### config.mk
export PLATFORM = sky130hd
export DESIGN_NAME = cia_top
export DESIGN_NICKNAME = d
export VERILOG_FILES = /design/src/hw/cia_pkg.sv /design/src/hw/cia_pin_if.sv /design/src/hw/cia_top.sv /design/src/hw/cia_pin_sync.sv
export SDC_FILE = /design/constraint.sdc
export NUM_CORES = 1
export LEC_CHECK = 0
export BUFFER_PORTS_ARGS = -buffer_cell sky130_fd_sc_hd__clkbuf_2
export CELL_PAD_IN_SITES_DETAIL_PLACEMENT = 1
export CELL_PAD_IN_SITES_GLOBAL_PLACEMENT = 1
export CORE_UTILIZATION = 30
export CTS_CLUSTER_DIAMETER = 150
export DETAILED_ROUTE_END_ITERATION = 8
export PLACE_DENSITY = 0.7
export SLEW_MARGIN = 20
export SYNTH_ARGS = -nofsm -noshare
export SYNTH_HDL_FRONTEND = slang
export SYNTH_SLANG_ARGS = --single-unit
### constraint.sdc
create_clock -name ref_clk -period 2.05 [get_ports ref_clk]
set_clock_uncertainty 0.15 [all_clocks]
set_input_delay 0.5125 -clock ref_clk [delete_from_list [all_inputs] [get_ports ref_clk]]
set_output_delay 0.5125 -clock ref_clk [all_outputs]
set_load 0.02 [all_outputs]
### src/hw/cia_pkg.sv
// Constants shared by the card interrupt aggregator files
package cia_pkg;

    // Local register offsets, byte addresses
    localparam logic [3:0] OFS_LCC = 4'h0;
    localparam logic [3:0] OFS_MIC = 4'h4;
    localparam logic [3:0] OFS_UMR = 4'h8;
    localparam logic [3:0] OFS_GIS = 4'hC;

    // Function event register offsets in the dedicated memory window
    localparam logic [3:0] OFS_CB_EVT   = 4'h0;
    localparam logic [3:0] OFS_CB_MASK  = 4'h4;
    localparam logic [3:0] OFS_CB_PRES  = 4'h8;
    localparam logic [3:0] OFS_CB_FORCE = 4'hC;
    localparam int         CB_INTR      = 15;

    // Local control register fields
    localparam int LCC_FILT_LO = 5;
    localparam int LCC_FILT_HI = 7;
    localparam int LCC_CB_EN   = 23;
    localparam logic [2:0] FILT_OFF = 3'h0;

    // Pin configuration register fields
    localparam int MIC_CFG_W   = 2;
    localparam int MIC_PME_LSB = 4;
    localparam int MIC_PDF_LSB = 6;

    // Mirror register fields
    localparam int UMR_TFL_LSB = 8;
    localparam int UMR_ISR_LSB = 16;
    localparam int UMR_GOOD    = 27;

    // Global status/control register fields
    localparam int GIS_MIO_ST_LSB = 2;
    localparam int GIS_MIO_EN_LSB = 18;
    localparam int GIS_PD_ST      = 20;
    localparam int GIS_PD_EN      = 21;
    localparam int GIS_UART_ST    = 22;
    localparam int GIS_UART_EN    = 23;
    localparam int GIS_UART_PME   = 24;
    localparam int GIS_UART_PDF   = 25;

    // Write masks for bus and serial-EEPROM writes, and reset values
    localparam logic [31:0] LCC_BUS_WMASK = 32'h27C0_00F8;
    localparam logic [31:0] LCC_EE_WMASK  = 32'h00E0_00FB;
    localparam logic [31:0] MIC_WMASK     = 32'h0000_00FF;
    localparam logic [31:0] GIS_WMASK     = 32'h03AC_0000;
    localparam logic [31:0] LCC_RST       = 32'h0000_0000;
    localparam logic [31:0] MIC_RST       = 32'h0000_0000;
    localparam logic [31:0] GIS_RST       = 32'h008C_0000;

    // Interrupt pin field values
    localparam logic [7:0] INT_PIN_NONE = 8'h00;
    localparam logic [7:0] INT_PIN_RST  = 8'h01;

endpackage

### src/hw/cia_pin_if.sv
// Synchronised multipurpose pin levels passed between design modules
`timescale 1ns/10ps
`default_nettype none
interface cia_pin_if;
    logic [1:0] level;
    modport src (output level);
    modport dst (input level);
endinterface
`default_nettype wire

### src/hw/cia_top.sv
// Card interrupt aggregator: source gating, status, event layer, INTA pin
//
// Functional notes
// - Pin zero drives interrupt only when enabled
// - Pin one drives interrupt only when enabled
// - Pin internal signal is level, optionally inverted
// - Validated power-down sets sticky status bit
// - Reading power-down status clears it
// - Power-down interrupt only when its enable set
// - UART status bit is inverse UART_IRQ_SOURCE_REG bit zero
// - UART interrupt passes only when enabled
// - UART wake enable gates power-management events
// - UART inactivity raises power-down request when enabled
// - One level-sensitive shared interrupt output
// - Interrupt pin field fixed, EEPROM load only
// - Pin field zero keeps interrupt deasserted
// - Interrupt holds until enable or source cleared
// - Event registers bypassed by default
// - Control bit 23 selects event register gating
// - Event mode: mask and latched event needed
// - Event mode: mask clear or write-one drops
// - Present-state shows unlatched combined request
// - Force write makes software interrupt event
// - Event registers decoded in dedicated window
// - Per-source enables still apply in event mode
// - UART enable resets one, EEPROM may override
// - Pin config: input, inverted, drive 0, drive 1
// - Filter time 000 off, 1XX immediate
`timescale 1ns/10ps
`default_nettype none
module cia_top (
    input  wire logic        ref_clk,
    input  wire logic        rstn,
    input  wire logic        ce,
    input  wire logic [1:0]  mio_i,
    output logic      [1:0]  mio_o,
    output logic      [1:0]  mio_oe,
    input  wire logic        loc_sel,
    input  wire logic        cb_sel,
    input  wire logic        reg_wr,
    input  wire logic        reg_rd,
    input  wire logic [3:0]  reg_addr,
    input  wire logic [31:0] reg_wdata,
    output logic      [31:0] reg_rdata,
    input  wire logic        ee_wr,
    input  wire logic [3:0]  ee_addr,
    input  wire logic [31:0] ee_wdata,
    input  wire logic        ee_int_pin_wr,
    input  wire logic [5:0]  uart_isr,
    input  wire logic [7:0]  uart_rfl,
    input  wire logic [7:0]  uart_tfl,
    input  wire logic        uart_good,
    input  wire logic        uart_idle,
    input  wire logic        uart_wake,
    input  wire logic        pd_valid_in,
    output logic             pd_req,
    output logic             pme_req,
    output logic      [7:0]  int_pin,
    output logic             inta_n,
    output logic             inta_oe
);

    // Pin internal signal; output modes never interrupt
    function automatic logic mio_int_f(input logic [1:0] cfg, input logic lvl);
        mio_int_f = cfg[1] ? 1'b0 : (lvl ^ cfg[0]);
    endfunction

    // Masked register update
    function automatic logic [31:0] wmask_f(input logic [31:0] old,
                                            input logic [31:0] wd,
                                            input logic [31:0] m);
        wmask_f = (old & ~m) | (wd & m);
    endfunction

    cia_pin_if pin_bus ();

    logic [31:0] lcc_r;
    logic [31:0] mic_r;
    logic [31:0] gis_r;
    logic        pd_st_r;
    logic        cb_evt_r;
    logic        cb_mask_r;
    logic [7:0]  int_pin_r;
    logic [31:0] reg_rdata_r;
    logic [1:0]  mio_o_r;
    logic [1:0]  mio_oe_r;
    logic        pd_req_r;
    logic        pme_req_r;
    logic        inta_n_r;
    logic        inta_oe_r;
    logic [1:0]  mio_int;
    logic [1:0]  mio_cfg [2];
    logic        uart_irq;
    logic        src_any;
    logic        cb_en;
    logic        irq_req;
    logic [2:0]  filt;
    logic        pd_valid;
    logic        loc_wr;
    logic        loc_rd;
    logic        cb_wr;
    logic        gis_rd;
    logic [31:0] rd_mux;

    // Pin synchroniser
    cia_pin_sync u_sync (
        .ref_clk (ref_clk),
        .rstn    (rstn),
        .ce      (ce),
        .pin_i   (mio_i),
        .pins    (pin_bus.src)
    );

    // Decode of bus strobes and derived source states
    assign loc_wr   = loc_sel && reg_wr;
    assign loc_rd   = loc_sel && reg_rd;
    assign cb_wr    = cb_sel && reg_wr;
    assign gis_rd   = loc_rd && (reg_addr == cia_pkg::OFS_GIS);
    assign cb_en    = lcc_r[cia_pkg::LCC_CB_EN];
    assign filt     = lcc_r[cia_pkg::LCC_FILT_HI:cia_pkg::LCC_FILT_LO];
    assign uart_irq = ~uart_isr[0];

    genvar g;
    generate
        for (g = 0; g < 2; g++) begin : g_mio
            assign mio_cfg[g] = mic_r[g*cia_pkg::MIC_CFG_W +: cia_pkg::MIC_CFG_W];
            assign mio_int[g] = mio_int_f(mio_cfg[g], pin_bus.level[g]);
        end
    endgenerate

    // Validation: off never validates, 1XX validates immediately
    assign pd_valid = (filt == cia_pkg::FILT_OFF) ? 1'b0 :
                      filt[2] ? pd_req_r : pd_valid_in;

    // Combined gated request from all enabled sources
    assign src_any =
        (mio_int[0] && gis_r[cia_pkg::GIS_MIO_EN_LSB]) ||
        (mio_int[1] && gis_r[cia_pkg::GIS_MIO_EN_LSB + 1]) ||
        (pd_st_r && gis_r[cia_pkg::GIS_PD_EN]) ||
        (uart_irq && gis_r[cia_pkg::GIS_UART_EN]);

    // Output selection: bypass or event layer, killed by pin field zero
    always_comb begin
        if (int_pin_r == cia_pkg::INT_PIN_NONE) begin
            irq_req = 1'b0;
        end else if (cb_en) begin
            irq_req = cb_evt_r && cb_mask_r;
        end else begin
            irq_req = src_any;
        end
    end

    // Local control register
    always_ff @(posedge ref_clk) begin
        if (!rstn) begin
            lcc_r <= cia_pkg::LCC_RST;
        end else if (ce) begin
            if (ee_wr && (ee_addr == cia_pkg::OFS_LCC)) begin
                lcc_r <= wmask_f(lcc_r, ee_wdata, cia_pkg::LCC_EE_WMASK);
            end else if (loc_wr && (reg_addr == cia_pkg::OFS_LCC)) begin
                lcc_r <= wmask_f(lcc_r, reg_wdata, cia_pkg::LCC_BUS_WMASK);
            end
        end
    end

    // Pin configuration register
    always_ff @(posedge ref_clk) begin
        if (!rstn) begin
            mic_r <= cia_pkg::MIC_RST;
        end else if (ce) begin
            if (ee_wr && (ee_addr == cia_pkg::OFS_MIC)) begin
                mic_r <= wmask_f(mic_r, ee_wdata, cia_pkg::MIC_WMASK);
            end else if (loc_wr && (reg_addr == cia_pkg::OFS_MIC)) begin
                mic_r <= wmask_f(mic_r, reg_wdata, cia_pkg::MIC_WMASK);
            end
        end
    end

    // Global control bits; the UART enable default may be reloaded
    always_ff @(posedge ref_clk) begin
        if (!rstn) begin
            gis_r <= cia_pkg::GIS_RST;
        end else if (ce) begin
            if (ee_wr && (ee_addr == cia_pkg::OFS_GIS)) begin
                gis_r <= wmask_f(gis_r, ee_wdata, cia_pkg::GIS_WMASK);
            end else if (loc_wr && (reg_addr == cia_pkg::OFS_GIS)) begin
                gis_r <= wmask_f(gis_r, reg_wdata, cia_pkg::GIS_WMASK);
            end
        end
    end

    // Sticky power-down status; a new validation beats the read clear
    always_ff @(posedge ref_clk) begin
        if (!rstn) begin
            pd_st_r <= 1'b0;
        end else if (ce) begin
            if (pd_valid) begin
                pd_st_r <= 1'b1;
            end else if (gis_rd) begin
                pd_st_r <= 1'b0;
            end
        end
    end

    // Interrupt pin field, written only by the EEPROM loader
    always_ff @(posedge ref_clk) begin
        if (!rstn) begin
            int_pin_r <= cia_pkg::INT_PIN_RST;
        end else if (ce && ee_int_pin_wr) begin
            int_pin_r <= ee_wdata[7:0];
        end
    end

    // Event latch: set by live request or force, cleared by write-one
    always_ff @(posedge ref_clk) begin
        if (!rstn) begin
            cb_evt_r <= 1'b0;
        end else if (ce) begin
            if (src_any ||
                (cb_wr && (reg_addr == cia_pkg::OFS_CB_FORCE) &&
                 reg_wdata[cia_pkg::CB_INTR])) begin
                cb_evt_r <= 1'b1;
            end else if (cb_wr && (reg_addr == cia_pkg::OFS_CB_EVT) &&
                         reg_wdata[cia_pkg::CB_INTR]) begin
                cb_evt_r <= 1'b0;
            end
        end
    end

    // Event mask, cleared at reset
    always_ff @(posedge ref_clk) begin
        if (!rstn) begin
            cb_mask_r <= 1'b0;
        end else if (ce && cb_wr && (reg_addr == cia_pkg::OFS_CB_MASK)) begin
            cb_mask_r <= reg_wdata[cia_pkg::CB_INTR];
        end
    end

    // Read data multiplexer
    always_comb begin
        rd_mux = 32'h0000_0000;
        if (cb_sel) begin
            unique case (reg_addr)
                cia_pkg::OFS_CB_EVT:   rd_mux[cia_pkg::CB_INTR] = cb_evt_r;
                cia_pkg::OFS_CB_MASK:  rd_mux[cia_pkg::CB_INTR] = cb_mask_r;
                cia_pkg::OFS_CB_PRES:  rd_mux[cia_pkg::CB_INTR] = src_any;
                default:               rd_mux = 32'h0000_0000;
            endcase
        end else begin
            unique case (reg_addr)
                cia_pkg::OFS_LCC: rd_mux = lcc_r;
                cia_pkg::OFS_MIC: rd_mux = mic_r;
                cia_pkg::OFS_UMR: begin
                    rd_mux[7:0] = uart_rfl;
                    rd_mux[cia_pkg::UMR_TFL_LSB +: 8] = uart_tfl;
                    rd_mux[cia_pkg::UMR_ISR_LSB +: 6] = uart_isr;
                    rd_mux[cia_pkg::UMR_GOOD] = uart_good;
                end
                cia_pkg::OFS_GIS: begin
                    rd_mux = gis_r;
                    rd_mux[cia_pkg::GIS_MIO_ST_LSB +: 2] = mio_int;
                    rd_mux[cia_pkg::GIS_PD_ST] = pd_st_r;
                    rd_mux[cia_pkg::GIS_UART_ST] = uart_irq;
                end
                default: rd_mux = 32'h0000_0000;
            endcase
        end
    end

    // Registered read data, loaded on each read strobe
    always_ff @(posedge ref_clk) begin
        if (!rstn) begin
            reg_rdata_r <= 32'h0000_0000;
        end else if (ce && (loc_rd || (cb_sel && reg_rd))) begin
            reg_rdata_r <= rd_mux;
        end
    end

    // Pin drivers from configuration
    always_ff @(posedge ref_clk) begin
        if (!rstn) begin
            mio_o_r  <= 2'h0;
            mio_oe_r <= 2'h0;
        end else if (ce) begin
            mio_o_r  <= {mio_cfg[1][0], mio_cfg[0][0]};
            mio_oe_r <= {mio_cfg[1][1], mio_cfg[0][1]};
        end
    end

    // Power-down request toward the filter; pins request when idle
    always_ff @(posedge ref_clk) begin
        if (!rstn) begin
            pd_req_r <= 1'b0;
        end else if (ce) begin
            pd_req_r <= (filt != cia_pkg::FILT_OFF) && (
                (gis_r[cia_pkg::GIS_UART_PDF] && uart_idle) ||
                (mic_r[cia_pkg::MIC_PDF_LSB] && !mio_cfg[0][1] && !mio_int[0]) ||
                (mic_r[cia_pkg::MIC_PDF_LSB + 1] && !mio_cfg[1][1] && !mio_int[1]));
        end
    end

    // Power-management event request
    always_ff @(posedge ref_clk) begin
        if (!rstn) begin
            pme_req_r <= 1'b0;
        end else if (ce) begin
            pme_req_r <= (gis_r[cia_pkg::GIS_UART_PME] && uart_wake) ||
                         (mic_r[cia_pkg::MIC_PME_LSB] && mio_int[0]) ||
                         (mic_r[cia_pkg::MIC_PME_LSB + 1] && mio_int[1]);
        end
    end

    // Shared open-drain interrupt pin: enable high pulls the line low
    always_ff @(posedge ref_clk) begin
        if (!rstn) begin
            inta_n_r  <= 1'b1;
            inta_oe_r <= 1'b0;
        end else if (ce) begin
            inta_n_r  <= !irq_req;
            inta_oe_r <= irq_req;
        end
    end

    assign reg_rdata = reg_rdata_r;
    assign mio_o     = mio_o_r;
    assign mio_oe    = mio_oe_r;
    assign pd_req    = pd_req_r;
    assign pme_req   = pme_req_r;
    assign int_pin   = int_pin_r;
    assign inta_n    = inta_n_r;
    assign inta_oe   = inta_oe_r;
endmodule
`default_nettype wire

### src/hw/cia_pin_sync.sv
// Three-stage pin synchroniser with agreement filter
`timescale 1ns/10ps
`default_nettype none
module cia_pin_sync (
    input  wire logic       ref_clk,
    input  wire logic       rstn,
    input  wire logic       ce,
    input  wire logic [1:0] pin_i,
    cia_pin_if.src          pins
);
    genvar g;
    generate
        for (g = 0; g < 2; g++) begin : g_pin
            logic s1_r;
            logic s2_r;
            logic s3_r;
            logic lvl_r;
            // Shift chain; the first stage feeds only the second
            always_ff @(posedge ref_clk) begin
                if (!rstn) begin
                    s1_r <= 1'b0;
                    s2_r <= 1'b0;
                    s3_r <= 1'b0;
                end else if (ce) begin
                    s1_r <= pin_i[g];
                    s2_r <= s1_r;
                    s3_r <= s2_r;
                end
            end
            // Level follows once stages two and three agree
            always_ff @(posedge ref_clk) begin
                if (!rstn) begin
                    lvl_r <= 1'b0;
                end else if (ce && (s2_r == s3_r)) begin
                    lvl_r <= s3_r;
                end
            end
            assign pins.level[g] = lvl_r;
        end
    endgenerate
endmodule
`default_nettype wire

# Yosys cells after proc, flatten, opt, wreduce, memory -nomap -nowiden
# Index checks and enable logic that the tools add are counted.
# word_totals
elab_cells,124
out_inout_bits,48
register_bits,155
# op_classes
bitwise_logic,9
mux,22
n_reduce_logical,64
eq_ne,7
# op_table
op,count
two-way mux 32 bit,7
one-hot mux 22 bit (4 select lines),1
OR 32 x 26 -> 32 bit,2
OR 32 x 8 -> 32 bit,2
logical AND 1 bit,35
OR 32 x 24 -> 32 bit,1
OR 32 x 30 -> 32 bit,1
one-hot mux 5 bit (3 select lines),1
"equality test 4 bit, second input constant",3
one-hot mux 4 bit (3 select lines),1
two-way mux 1 bit,10
AND reduction 2 bit,5
nonzero test 2 bit,5
logical OR 1 bit,9
"equality test 4 x 3 -> 1 bit, second input constant",2
zero test 4 bit,2
zero test 8 bit,1
zero test 1 bit,5
one-hot mux 1 bit (4 select lines),1
zero test 3 bit,1
one-hot mux 1 bit (3 select lines),1
nonzero test 3 bit,1
equality test 1 bit,2
XOR 1 bit,2
NOT 1 bit,1

# Longest topological paths before layout
# depth
ltp_word,9
depth_mapped,6
depth_no_buf,4

# Hierarchy
# From an unflattened synthesis, not the netlist that was laid out.
# hier_totals
hier_cells,442
area_unflattened_um2,3920.0
# by_module_without_submodules
mod,seq_area_each_um2,n_inst,area_per_inst_um2,cells_per_inst
cia_top,1521.5,1,3562.2,408
cia_pin_sync,160.2,1,357.8,34

# Worst setup path before layout
# Ideal clock, no wire load.
# synth_path
kind,in2reg
from,input reg_addr[3]
to,register lcc_r[24]
cell_stages,5
setup_slack_ns,0.109
arrival_time_ns,1.673
cell_sequence,clkbuf_2 or4_4 a211o_2 nand3_1 o21ai_1
# synth_between
elab_chain_len,4
# synth_rtl
element,line,source
from (decl),cia_top.sv:42,"input wire logic [3:0] reg_addr,"
zero test 4 bit,cia_top.sv:160,end else if (loc_wr && (reg_addr == cia_pkg::OFS_LCC)) begin
logical AND 1 bit,cia_top.sv:160,
nonzero test 2 bit (no line),--,
AND reduction 2 bit (no line),--,
to (signal assigned),cia_top.sv:156,lcc_r <= cia_pkg::LCC_RST;
to (signal assigned),cia_top.sv:159,"lcc_r <= wmask_f(lcc_r, ee_wdata, cia_pkg::LCC_EE_WMASK);"
to (signal assigned),cia_top.sv:161,"lcc_r <= wmask_f(lcc_r, reg_wdata, cia_pkg::LCC_BUS_WMASK);"
to (decl),cia_top.sv:77,logic [31:0] lcc_r;
# Every way passes these cells.
# A chain may end at the register's enable or synchronous reset.

# Worst setup path after layout
# layout_path
from,register u_sync.g_pin[1].lvl_r
to,"register reg_rdata_r[3], in the netlist reg_rdata[3]"
# layout_between
elab_chain_len,4
# layout_rtl
element,line,source
from (decl),cia_pin_sync.sv:17,logic lvl_r;
from (signal assigned),cia_pin_sync.sv:35,lvl_r <= s3_r;
XOR 1 bit,cia_top.sv:65,mio_int_f = cfg[1] ? 1'b0 : (lvl ^ cfg[0]);
two-way mux 1 bit,cia_top.sv:65,
one-hot mux 22 bit (4 select lines),cia_top.sv:250,unique case (reg_addr)
two-way mux 32 bit,cia_top.sv:242,if (cb_sel) begin
to (signal assigned),cia_top.sv:275,reg_rdata_r <= rd_mux;
to (decl),cia_top.sv:84,logic [31:0] reg_rdata_r;
# Every way passes these cells.

==> run summary <==
result of the run -> finished, final reports clean
Final Max Slew Viols -> 0
Cells after DPL -> 717
longest individual stage delay on the worst path -> 0.49 ns
kind of capture point of the worst setup path -> register
half-perimeter wire length of the detailed placement result -> 10100 um
startpoint type of the worst setup path -> register
fraction of layout instances using a drive strength above 1 -> 32.9%
final cell count without fillers -> 733
area of the core region -> 12200 um^2
ANT cells -> 0
overall die area -> 13200 um^2
cell count after synthesis -> 423
final clock period utilization by the worst path -> 89.0%
maximum fanout along the worst path -> 3
x dimension of the die -> 115 um
Antenna Nets Post-Route -> 0
area share of xor/xnor cells in the synthesized design -> 0.458%
Hold Slack -> 0.238 ns
synthesized-area fraction occupied by and/or/nand/nor cells -> 18.3%
largest family of logic cells by synthesized area -> compound AO/OA/AOI/OAI gates
clock buffers created by TritonCTS -> 9
worst min path class -> in2reg
Data required, critical path -> 2.14 ns
wirelength, routed -> 13100 um
worst slew margin relative to its limit -> 40.7%
first-pass GRT wire length -> 20000 um
clock tree from TritonCTS -> yes
CTS Root Cell -> clkbuf_16
Setup CP Type -> reg2reg
htree depth -> 3
Slowest-stage cell, CP -> mux4_2
Worst IR Drop VDD -> 495 uV
number of buffers added to fix hold violations after cts -> 0
number of enable-type register cells in the synthesized netlist -> 0
Iter 0 DRT Violations -> 173
clock tree sinks -> 84
buffers plus inverters on the worst setup path -> 0
deepest clock path buffer count -> 2
cells traversed along the worst timing path -> xnor2_1 > nor2_1 > mux4_2 > a32o_1
fin nets -> 669
synthesized cell area -> 3820 um^2
post-synthesis adder-cell area fraction -> 0%
later-pin clock latency in the skew report -> 0.36 ns
via count of the routed design -> 3742
post-detailed-route via-to-cell ratio -> 5.11
clock slew seen by the registers of the worst setup and hold paths -> 0.06 ns
Synthesis Warnings -> 0
data arrival at the endpoint of the critical path -> 1.92 ns
Remaining DRCs -> 0
total leakage power -> 2.29 nW
maximum operating frequency -> 0.548 GHz
clock period minus final worst setup slack -> 1.82 ns
Post-CTS Setup Repair Bufs -> 0
antenna violations before repair -> 0
async set or reset register ratio after synthesis -> 0%
number of top-level pins -> 157
endpoints failing setup -> 0
family with the most delay on the worst path -> multiplexers
Die H -> 115 um
number of hold-slack violations in the final timing report -> 0
reported max-cap violation count -> 0
GRT Residual Overflow -> 0
count of cells resized by post-cts repair -> 0
share of the synthesized area in compound gates (AO/OA/AOI/OAI) -> 21.1%
power per cell area -> 741 nW/um^2
routability cong. -> 0.808
via count of the first global-routing pass -> 3888
Initial DRT Pass Iterations -> 4
maximum number of pins on one net before global-route repair -> 49
most common library cell in the layout ignoring fill and taps -> clkbuf_2
Seq/Total Area, Yosys -> 44.0%
top library cells by usage in the layout, fill and taps aside -> clkbuf_2, dfxtp_1, nor2_1
per-cell routed wire length -> 17.8 um
Buffers on Ports -> 122
R2R setup slack -> 0.23 ns
unrepaired setup endpoints after global routing -> false
number of storage elements in the synthesis netlist -> 84
dominant synthesized flop cell -> dfxtp_1
average cell area after synthesis -> 9.04 um^2
multiplexer area fraction after synthesis -> 11.6%
initial core utilization -> 31.3%
Synth cell types -> 58
standard-cell row count -> 40
Area growth syn-to-layout -> 32.8%
worst-margin pin slew -> 0.886 ns
Overall Global Routing Usage -> 20.2%
final cells by class:
type	instances	area [um^2]
Clock buffer	12	256
Clock inverter	4	47.5
Fill cell	1460	7130
Inverter	5	18.8
Multi-Input combinational cell	307	1980
Sequential cell	84	1680
Tap cell	168	210
Timing Repair Buffer	153	881
worst paths after layout:
kind / start / endpoint / cells past startpoint
min: reg_wdata[29] / lcc_r[29] / 3
max: u_sync.g_pin[1].lvl_r / reg_rdata[3] / 4
max reg2reg: u_sync.g_pin[1].lvl_r / reg_rdata[3] / 4
min reg2reg: reg_rdata[7] / reg_rdata[7] / 2
power by group:
group	internal, mW	switching, mW	total (mW)
Sequential	1.66	0.0237	1.69
Combinational	0.166	0.229	0.394
Clock	1.01	0.678	1.68
Total	2.83	0.930	3.76
registers in the layout, summed over array words and instances, names as in the netlist, 2 cells and up:
register            flops
u_sync.g_pin.s1_r       2
lcc_r                  14
mic_r                   8
u_sync.g_pin.s3_r       2
u_sync.g_pin.s2_r       2
u_sync.g_pin.lvl_r      2
mio_o                   2
gis_r                   6
reg_rdata              29
mio_oe                  2
int_pin                 8
kinds of logic (layout without fill, tap and decap cells):
family / Yosys count / in the layout
XOR/XNOR: 2 / 2
buffers and inverters: 34 / 174
AND/OR/NAND/NOR: 135 / 135
flip-flops: 84 / 84
AO/OA/AOI/OAI: 124 / 124
multiplexers: 43 / 43
other: 1 / 3
cell usage after synthesis (2+ instances only):
cell type	number	area share, %
a21o_1	2	0.39
a21oi_1	35	4.6
a221oi_1	3	0.69
a22o_1	8	1.8
a22oi_1	18	3.5
a31oi_1	4	0.65
a32o_1	2	0.52
buf_1	2	0.20
buf_2	7	0.92
buf_4	6	1.2
clkbuf_1	12	1.2
dfxtp_1	84	44
inv_1	5	0.49
mux2i_1	41	11
nand2_1	38	3.7
nand3_1	20	2.6
nor2_1	44	4.3
nor2_4	2	0.59
nor2b_1	3	0.49
nor3_1	5	0.65
nor3b_1	2	0.39
nor4_1	3	0.49
nor4b_1	2	0.46
o21ai_0	30	3.9
o21ai_1	4	0.52
o31ai_1	8	1.6
xnor2_1	2	0.46
metrics by stage:
step / instance area, um^2 / total power, mW / setup WS, ns / utilization, % / setup TNS [ns]
after global routing: 5080 / 3.89 / 0.107 / 41.6 / 0
after CTS: 5080 / 3.81 / 0.218 / 41.6 / 0
after floorplan: 3830 / 1.92 / 0.109 / - / 0
after global placement: 4770 / 2.10 / -0.0688 / 39.1 / -0.244
final: 5080 / 3.76 / 0.226 / 41.6 / 0
after detailed placement: 4770 / 2.11 / -0.0935 / 39.1 / -0.633
per-layer routing:
| layer | global-route usage, % | up-vias | part of all wire (%) |
|---|---|---|---|
| met5 | 0 | - | 0 |
| met4 | 9.26 | 0 | 2.3 |
| met3 | 5.01 | 19 | 5.3 |
| met2 | 35.0 | 91 | 49 |
| met1 | 23.4 | 1816 | 43 |
| li1 | - | 1816 | - |
worst reg2reg max path, cell delays in order (launching register included):
cell,delay [ns]
dfxtp_1,0.33
xnor2_1,0.37
nor2_1,0.10
mux4_2,0.49
a32o_1,0.27
(Power assumes the default switching activity.)
